### src/sinc_pkg.sv
package sinc_pkg;

  // ==========================================================================
  // Decimation ratios and sizing
  localparam int unsigned STAGE1_RATIO = 24;
  localparam int unsigned STAGE2_RATIO = 4;
  localparam int unsigned SINC_ORDER = 3;
  localparam int unsigned MOD_DELAY_SAMPLES = 2;

  // ==========================================================================
  // Modulator sample timing: 1 MHz bit rate at a 40 MHz system clock
  localparam int unsigned SYS_CLK_HZ = 40_000_000;
  localparam int unsigned MOD_RATE_HZ = 1_000_000;
  localparam int unsigned MOD_TICK_CYCLES = SYS_CLK_HZ / MOD_RATE_HZ;

  // ==========================================================================
  // Word widths: stage 1 growth 3*log2(24) -> 14 bits plus sign, stage 2 adds 6
  localparam int unsigned S1_ACC_W = 16;
  localparam int unsigned S2_ACC_W = 22;
  localparam int unsigned OUT_W = 16;
  localparam int unsigned COEF_W = 16;
  localparam int unsigned FRAC_W = 14;
  localparam int unsigned TEMP_W = 12;

  // Reset values
  localparam logic [OUT_W-1:0] OUT_RESET = 16'h0000;

  typedef struct packed {
    logic signed [COEF_W-1:0] offset;
    logic signed [COEF_W-1:0] offset_tc;
    logic signed [COEF_W-1:0] gain;
    logic signed [COEF_W-1:0] gain_tc;
    logic signed [COEF_W-1:0] square;
  } trim_coef_type;

  typedef struct packed {
    logic valid;
    logic signed [OUT_W-1:0] data;
  } sample_type;

endpackage

### src/sinc_stage.sv
`timescale 1ns/10ps
module sinc_stage
  import sinc_pkg::*;
#(
  parameter int unsigned IN_W = 2,
  parameter int unsigned ACC_W = 16,
  parameter int unsigned RATIO = 24,
  parameter int unsigned SHIFT_W = 14
) (
  input wire logic sys_clk_i,
  input wire logic rst_i,
  input wire logic ce_i,
  input wire logic in_valid_i,
  input wire logic signed [IN_W-1:0] in_data_i,
  output logic out_valid_o,
  output logic signed [ACC_W-1:0] out_data_o
);

  // ==========================================================================
  // Integrators at input rate; wrap-around is harmless in modular arithmetic
  logic signed [ACC_W-1:0] integ_q [SINC_ORDER];
  logic signed [ACC_W-1:0] comb_q [SINC_ORDER];
  logic signed [ACC_W-1:0] comb_in [SINC_ORDER+1];
  logic [$clog2(RATIO)-1:0] phase_q;
  logic dump;

  assign dump = in_valid_i && (phase_q == ($clog2(RATIO))'(RATIO - 1));

  always_ff @(posedge sys_clk_i or posedge rst_i) begin
    if (rst_i) begin
      for (int i = 0; i < SINC_ORDER; i++) begin
        integ_q[i] <= '0;
      end
    end else if (ce_i && in_valid_i) begin
      integ_q[0] <= integ_q[0] + ACC_W'(in_data_i);
      for (int i = 1; i < SINC_ORDER; i++) begin
        integ_q[i] <= integ_q[i] + integ_q[i-1];
      end
    end
  end

  always_ff @(posedge sys_clk_i or posedge rst_i) begin
    if (rst_i) begin
      phase_q <= '0;
    end else if (ce_i && in_valid_i) begin
      phase_q <= dump ? '0 : phase_q + 1'b1;
    end
  end

  // ==========================================================================
  // Differentiators at output rate
  assign comb_in[0] = integ_q[SINC_ORDER-1];
  generate
    for (genvar k = 0; k < SINC_ORDER; k++) begin : g_comb
      assign comb_in[k+1] = comb_in[k] - comb_q[k];
    end
  endgenerate

  always_ff @(posedge sys_clk_i or posedge rst_i) begin
    if (rst_i) begin
      for (int i = 0; i < SINC_ORDER; i++) begin
        comb_q[i] <= '0;
      end
      out_data_o <= '0;
      out_valid_o <= 1'b0;
    end else if (ce_i) begin
      out_valid_o <= dump;
      if (dump) begin
        for (int i = 0; i < SINC_ORDER; i++) begin
          comb_q[i] <= comb_in[i];
        end
        out_data_o <= comb_in[SINC_ORDER];
      end
    end
  end

endmodule

### src/sinc_decimator.sv
`timescale 1ns/10ps
// Operation
// - First third-order sinc decimator emits one word per 24 bits.
// - Second third-order sinc decimator emits one word per 4 words.
// - Stages do not scale; one final multiply by 2^15 / (24^3 * 4^3) gives unity DC gain, parallel word.
// - Modulator path is a two-sample pure delay with constant gain.
// - Digital trim corrects offset and sensitivity over temperature, and nonlinearity with a fixed square term.
// - Decimated word goes onward to the downstream IIR low-pass filter; no IIR filter is built here, sinc_o and trim_o are the final outputs.
module sinc_decimator
  import sinc_pkg::*;
#(
  parameter int unsigned RATIO1 = STAGE1_RATIO,
  parameter int unsigned RATIO2 = STAGE2_RATIO
) (
  input wire logic sys_clk_i,
  input wire logic rst_i,
  input wire logic ce_i,
  input wire logic mod_bit_i,
  input wire trim_coef_type trim_i,
  input wire logic signed [TEMP_W-1:0] temp_i,
  output sample_type sinc_o,
  output sample_type trim_o
);

  // ==========================================================================
  // Pin synchroniser: third and second flop must agree before a change counts
  logic [2:0] bit_sync_q;
  logic bit_q;
  logic [$clog2(MOD_TICK_CYCLES)-1:0] tick_cnt_q;
  logic tick;
  logic [MOD_DELAY_SAMPLES-1:0] delay_q;

  always_ff @(posedge sys_clk_i or posedge rst_i) begin
    if (rst_i) begin
      bit_sync_q <= 3'b000;
      bit_q <= 1'b0;
    end else if (ce_i) begin
      bit_sync_q <= {bit_sync_q[1:0], mod_bit_i};
      if (bit_sync_q[2] == bit_sync_q[1]) begin
        bit_q <= bit_sync_q[2];
      end
    end
  end

  // Local 1 MHz sample strobe; the modulator is assumed locked to it
  assign tick = (tick_cnt_q == ($clog2(MOD_TICK_CYCLES))'(MOD_TICK_CYCLES - 1));

  always_ff @(posedge sys_clk_i or posedge rst_i) begin
    if (rst_i) begin
      tick_cnt_q <= '0;
    end else if (ce_i) begin
      tick_cnt_q <= tick ? '0 : tick_cnt_q + 1'b1;
    end
  end

  // Two-sample delay line, no other shaping of the stream
  always_ff @(posedge sys_clk_i or posedge rst_i) begin
    if (rst_i) begin
      delay_q <= '0;
    end else if (ce_i && tick) begin
      delay_q <= {delay_q[MOD_DELAY_SAMPLES-2:0], bit_q};
    end
  end

  // Bit 1 -> +1, bit 0 -> -1
  logic signed [1:0] bipolar;
  assign bipolar = delay_q[MOD_DELAY_SAMPLES-1] ? 2'sb01 : 2'sb11;

  // ==========================================================================
  // Two cascaded sinc3 stages
  logic s1_valid;
  logic signed [S1_ACC_W-1:0] s1_data;
  logic s2_valid;
  logic signed [S2_ACC_W-1:0] s2_data;
  logic signed [S2_ACC_W-1:0] s1_scaled;
  logic s1_valid_q;
  logic signed [S2_ACC_W-1:0] s1_word_q;

  sinc_stage #(
    .IN_W(2),
    .ACC_W(S1_ACC_W),
    .RATIO(RATIO1),
    .SHIFT_W(0)
  ) u_stage1 (
    .sys_clk_i(sys_clk_i),
    .rst_i(rst_i),
    .ce_i(ce_i),
    .in_valid_i(tick),
    .in_data_i(bipolar),
    .out_valid_o(s1_valid),
    .out_data_o(s1_data)
  );

  // Stage 1 word keeps its full 14-bit fraction; division by 24^3 is folded
  // into the final normalisation so no precision is lost between stages
  assign s1_scaled = S2_ACC_W'(s1_data);

  always_ff @(posedge sys_clk_i or posedge rst_i) begin
    if (rst_i) begin
      s1_valid_q <= 1'b0;
      s1_word_q <= '0;
    end else if (ce_i) begin
      s1_valid_q <= s1_valid;
      if (s1_valid) begin
        s1_word_q <= s1_scaled;
      end
    end
  end

  sinc_stage #(
    .IN_W(S2_ACC_W),
    .ACC_W(S2_ACC_W),
    .RATIO(RATIO2),
    .SHIFT_W(0)
  ) u_stage2 (
    .sys_clk_i(sys_clk_i),
    .rst_i(rst_i),
    .ce_i(ce_i),
    .in_valid_i(s1_valid_q),
    .in_data_i(s1_word_q),
    .out_valid_o(s2_valid),
    .out_data_o(s2_data)
  );

  // ==========================================================================
  // Unity DC gain: multiply by 2^15 / (24^3 * 4^3) in fixed point
  localparam int unsigned GAIN_DIV = (STAGE1_RATIO ** 3) * (STAGE2_RATIO ** 3);
  localparam int unsigned NORM_SHIFT = 24;
  localparam logic [23:0] NORM_MUL = 24'((64'(1) << (NORM_SHIFT + OUT_W - 1)) / GAIN_DIV);
  logic signed [S2_ACC_W+24:0] norm_prod;
  logic signed [S2_ACC_W+24:0] norm_shift;

  assign norm_prod = $signed(s2_data) * $signed({1'b0, NORM_MUL});
  assign norm_shift = norm_prod >>> NORM_SHIFT;

  always_ff @(posedge sys_clk_i or posedge rst_i) begin
    if (rst_i) begin
      sinc_o <= '{valid: 1'b0, data: OUT_RESET};
    end else if (ce_i) begin
      sinc_o.valid <= s2_valid;
      if (s2_valid) begin
        sinc_o.data <= sat16(norm_shift);
      end
    end
  end

  function automatic logic signed [OUT_W-1:0] sat16(input logic signed [S2_ACC_W+24:0] v);
    if (v > (S2_ACC_W+25)'(32767)) begin
      sat16 = 16'sh7fff;
    end else if (v < -(S2_ACC_W+25)'(32768)) begin
      sat16 = 16'sh8000;
    end else begin
      sat16 = v[OUT_W-1:0];
    end
  endfunction

  // ==========================================================================
  // Trim: y = (x + off(T)) * gain(T) + square * x^2, gain and square coefficients in Q2.14, offset coefficients in output LSBs
  logic signed [COEF_W:0] off_t;
  logic signed [COEF_W:0] gain_t;
  logic signed [COEF_W+TEMP_W-1:0] off_tc_prod;
  logic signed [COEF_W+TEMP_W-1:0] gain_tc_prod;
  logic signed [OUT_W+1:0] x_off;
  logic signed [2*OUT_W-1:0] x_sq;
  logic signed [OUT_W+COEF_W+2:0] lin_prod;
  logic signed [2*OUT_W+COEF_W-1:0] sq_prod;
  logic signed [S2_ACC_W+24:0] trim_sum;
  logic trim_valid_q;

  assign off_tc_prod = trim_i.offset_tc * temp_i;
  assign gain_tc_prod = trim_i.gain_tc * temp_i;
  assign off_t = (COEF_W+1)'(trim_i.offset) + (COEF_W+1)'(off_tc_prod >>> TEMP_W);
  assign gain_t = (COEF_W+1)'(trim_i.gain) + (COEF_W+1)'(gain_tc_prod >>> TEMP_W);
  assign x_off = (OUT_W+2)'(sinc_o.data) + (OUT_W+2)'(off_t);
  assign x_sq = sinc_o.data * sinc_o.data;
  assign lin_prod = x_off * gain_t;
  assign sq_prod = (x_sq >>> (OUT_W - 1)) * trim_i.square;
  assign trim_sum = (S2_ACC_W+25)'(lin_prod >>> FRAC_W)
                  + (S2_ACC_W+25)'(sq_prod >>> FRAC_W);

  always_ff @(posedge sys_clk_i or posedge rst_i) begin
    if (rst_i) begin
      trim_valid_q <= 1'b0;
      trim_o <= '{valid: 1'b0, data: OUT_RESET};
    end else if (ce_i) begin
      trim_valid_q <= s2_valid;
      trim_o.valid <= trim_valid_q;
      if (trim_valid_q) begin
        trim_o.data <= sat16(trim_sum);
      end
    end
  end

endmodule

### config.mk
export PLATFORM = sky130hd
export DESIGN_NAME = sinc_decimator
export DESIGN_NICKNAME = d
export VERILOG_FILES = /design/src/sinc_pkg.sv /design/src/sinc_stage.sv /design/src/sinc_decimator.sv
export SDC_FILE = /design/constraint.sdc
export NUM_CORES = 2
export LEC_CHECK = 0
export ABC_CLOCK_PERIOD_IN_PS = 28500
export BUFFER_PORTS_ARGS = -buffer_cell sky130_fd_sc_hd__clkbuf_2
export CORE_MARGIN = 8
export CORE_UTILIZATION = 35
export DETAILED_ROUTE_END_ITERATION = 8
export HOLD_SLACK_MARGIN = 0.15
export PLACE_DENSITY = 0.53
export SLEW_MARGIN = 20
export SYNTH_ARGS = -nofsm -noshare
export SYNTH_HDL_FRONTEND = slang
export SYNTH_HIERARCHICAL = 1
export SYNTH_SLANG_ARGS = --single-unit
### constraint.sdc
create_clock -name sys_clk_i -period 28.5 [get_ports sys_clk_i]
set_input_delay 1.425 -clock sys_clk_i [delete_from_list [all_inputs] [get_ports sys_clk_i]]
set_output_delay 1.425 -clock sys_clk_i [all_outputs]
set_load 0.005 [all_outputs]
==> summary.md <==
| Metric | Value |
|---|---|
| Skew final | `0.0199 ns` |
| Run status | `completed` |
| Area Overhead vs Synth | `7.27%` |
| Top FF cell, synth | `dfrtp_1` |
| Layout cell share with drive strength beyond 1 | `0.0506` |
| Most common library cell in the layout ignoring fill and taps | `inv_1` |
| Metal3 WL | `8580 µm` |
| First-pass GRT wire length | `311000 µm` |
| Max layer used | `met5` |
| Overall Global Routing Usage | `0.166` |
| CP max stage cell | `xnor2_1` |
| Bufs on Longest Clock Path | `3` |
| Yosys top cell by area | `fa_1` |
| Routed wl met2 | `89500 µm` |
| DP HPWL | `156000 µm` |
| Hold crit path type | `flip-flop to flip-flop` |
| Final hold slack | `0.480 ns` |
| Slew HR | `0.250` |
| Netlist cell types | `102` |
| Clock Latency Late Sink | `0.58 ns` |
| Drt initial violations | `2855` |
| Fill cells | `21500` |
| Post-synthesis area per instance | `9.15 µm²` |
| Unrepaired setup endpoints after global routing | `no` |
| Met1 wire length | `83200 µm` |
| Drt total wl | `187000 µm` |
| H-tree depth | `2` |
| Fraction of registers with async set/reset | `1.00` |
| Initial antenna violation count | `9` |
| Critical path fanouts, max | `32` |
| Minimum clock period | `17.13 ns` |
| Post-cts resize count | `0` |
| Row count | `169` |
| # port buffers | `129` |
| Worst Setup Path Type | `primary input to flip-flop` |
| Fin cells | `11000` |
| CP arrival | `17.54 ns` |
| Required time worst endpoint | `28.91 ns` |
| Hold Violations, Final | `0` |
| Cell count after synthesis | `8127` |
| # DRC | `0` |
| Seq cells post-synth | `338` |
| DR pass1 iterations | `6` |
| Most frequent cells in the layout | `inv_1 (1707), fa_1 (1382), nand2_1 (1007)` |
| CP startpoint | `temp_i[3]` |
| Max Freq | `58.4 MHz` |
| Nature of the critical path endpoint | `flip-flop` |
| Largest net degree at the start of global routing | `95` |
| Overflow after GRT | `0` |
| FF-to-FF Start | `sinc_o[4]$_DFFE_PP0P_` |
| Tightest Pin Transition | `1.12 ns` |
| CP top delay family | `adder cells` |
| Placer congestion estimate | `0.882` |
| Die Span Y | `477 µm` |
| Synth Net Count | `10400` |
| Fin worst setup slack | `11.37 ns` |
| Number of synthesized flops with an enable pin | `0` |
| Dpl ws | `10.97 ns` |
| Vias/cell | `4.88` |
| Die width | `477 µm` |
| Vias in the first global route | `57600` |
| Tcrit/Tclk final | `0.601` |
| Largest stage delay, worst path | `0.66 ns` |
| Register area | `0.00846 mm²` |
| Multi-input logic area | `0.0586 mm²` |
| Max-slew violation total from the final report | `0` |
| Core box area | `0.212 mm²` |
| Routed len/inst | `17.0 µm` |
| CTS Root Cell | `clkbuf_16` |
| Top cells by area, synth | `fa_1 (37%), ha_1 (13%), dfrtp_1 (11%), inv_1 (8.6%), nand2_1 (5.1%)` |
| Post-Syn Area | `0.0744 mm²` |
| Sequential area share after synthesis | `0.114` |
| Synth top area share | `0.372` |
| Via count | `53600` |
| Critical path launch point type | `primary input` |
| Total Neg Setup Slack | `0 ns` |
| HP Start | `u_stage1/out_data_o[12]$_DFFE_PP0P_` |
| CP most frequent cell | `fa_1` |
| Post CTS Setup Buffer Count | `0` |
| Placed cell count | `10900` |
| Post-DRT Antenna Nets | `0` |
| Full die area | `0.228 mm²` |
| Total CTS buffers | `43` |
| Setup-failing EPs final | `0` |
| Initial core utilization | `0.351` |
| Yosys warning count | `6` |
| Max-Cap Viols | `0` |
| CTS tree | `done` |
| # hold bufs at CTS | `0` |
| Sink Count | `338` |
| Clock-pin slew on the worst setup and hold paths | `0.06 ns` |
| Num ports | `130` |
| Final net count | `10400` |
| Buffer and inverter count on the worst path | `8` |
-- cell type report --
class	instances	share of cell area
flip-flops and latches	338	0.106
clock inverters	17	0.00329
repair buffers	204	0.0151
inverters	1711	0.0806
diodes	6	0.000188
clock buffers	58	0.0157
well taps	2821	0.0442
multi-input cells	5830	0.735
-- kinds of logic after synthesis --
logic type      share of synthesized area
buf+inv                            0.0997
xor+xnor                           0.0450
simple gates                        0.133
flops                               0.114
fa+ha+maj                           0.507
compound gates                     0.0946
other cells                     0.0000504
mux                               0.00703
-- synth_stat cells, types with 9 or more instances --
master     count
nand3b_1      14
nand2_1     1010
mux2_2        42
a221o_1       26
a21oi_2       15
and2_1       302
o31a_1        11
o21ai_1       61
o2111ai_1      9
nor2b_1       50
nand2b_1      80
o21ai_0      293
o21bai_1      37
a31oi_1       20
or2_2         26
nor3b_1       20
xor2_1       116
a21oi_1      235
a211o_1       13
a21boi_0      10
buf_1         19
o211ai_1      16
clkbuf_1     214
o31ai_1       25
inv_1       1710
o41ai_1        9
or3_1         20
and3_1        42
fa_1        1382
nor4b_1       11
dfrtp_1      338
nand4_1       28
nor2_1       356
ha_1         801
xnor2_1      257
nand3_1       69
a21o_1       123
o21a_1        53
a211oi_1      37
nor3_1        70
-- stage by stage --
step / cell area, µm² / utilization
2_1_floorplan: 74400 / -
3_3_place_gp: 78300 / 0.370
3_5_place_dp: 78300 / 0.370
4_1_cts: 79800 / 0.377
5_1_grt: 79800 / 0.377
6_report: 79800 / 0.377
-- worst register-to-register path: cells and delay by family (launching register included) --
kind	cells	cell delay [ns]
fa+ha+maj	15	6.78
flops	1	0.73
buf+inv	9	1.07
xor+xnor	3	1.19
compound gates	18	4.75
simple gates	9	1.92
-- state kept, by name, summed over array words and instances, names as in the netlist, 2 cells and up --
register and flops:
delay_q 2, u_stage1/phase_q 5, bit_sync_q 3, u_stage1/comb_in 16, u_stage1/integ_q 32, u_stage1/comb_q 48, u_stage1/out_data_o 16, u_stage2/comb_q 66
u_stage2/phase_q 2, u_stage2/out_data_o 22, trim_o 17, sinc_o 17, tick_cnt_q 6, u_stage2/comb_in 22, s1_word_q 16, u_stage2/integ_q 44
-- path summary, 6_finish.rpt --
check | cells past startpoint | slack, ns | endpoint
worst min-delay path | 2 | 0.48 | u_stage1/out_data_o[12]$_DFFE_PP0P_
worst min register to register | 2 | 0.48 | u_stage1/out_data_o[12]$_DFFE_PP0P_
worst max-delay path | 61 | 11.37 | trim_o[10]$_DFFE_PP0P_
max in group asynchronous | 3 | 25.97 | u_stage2/comb_q[53]$_DFFE_PP0P_
worst max register to register | 54 | 11.92 | trim_o[10]$_DFFE_PP0P_
min in group asynchronous | 2 | 1.09 | u_stage1/comb_q[26]$_DFFE_PP0P_
-- layer usage --
layer / vias up / track usage
li1: 25300 / -
met4: 4 / 0.0446
met3: 223 / 0.0162
met1: 27100 / 0.227
met5: - / 0
met2: 1040 / 0.283
Power is not shown: default switching activity piles up to over one toggle a cycle in this logic, so the estimate is an artifact.
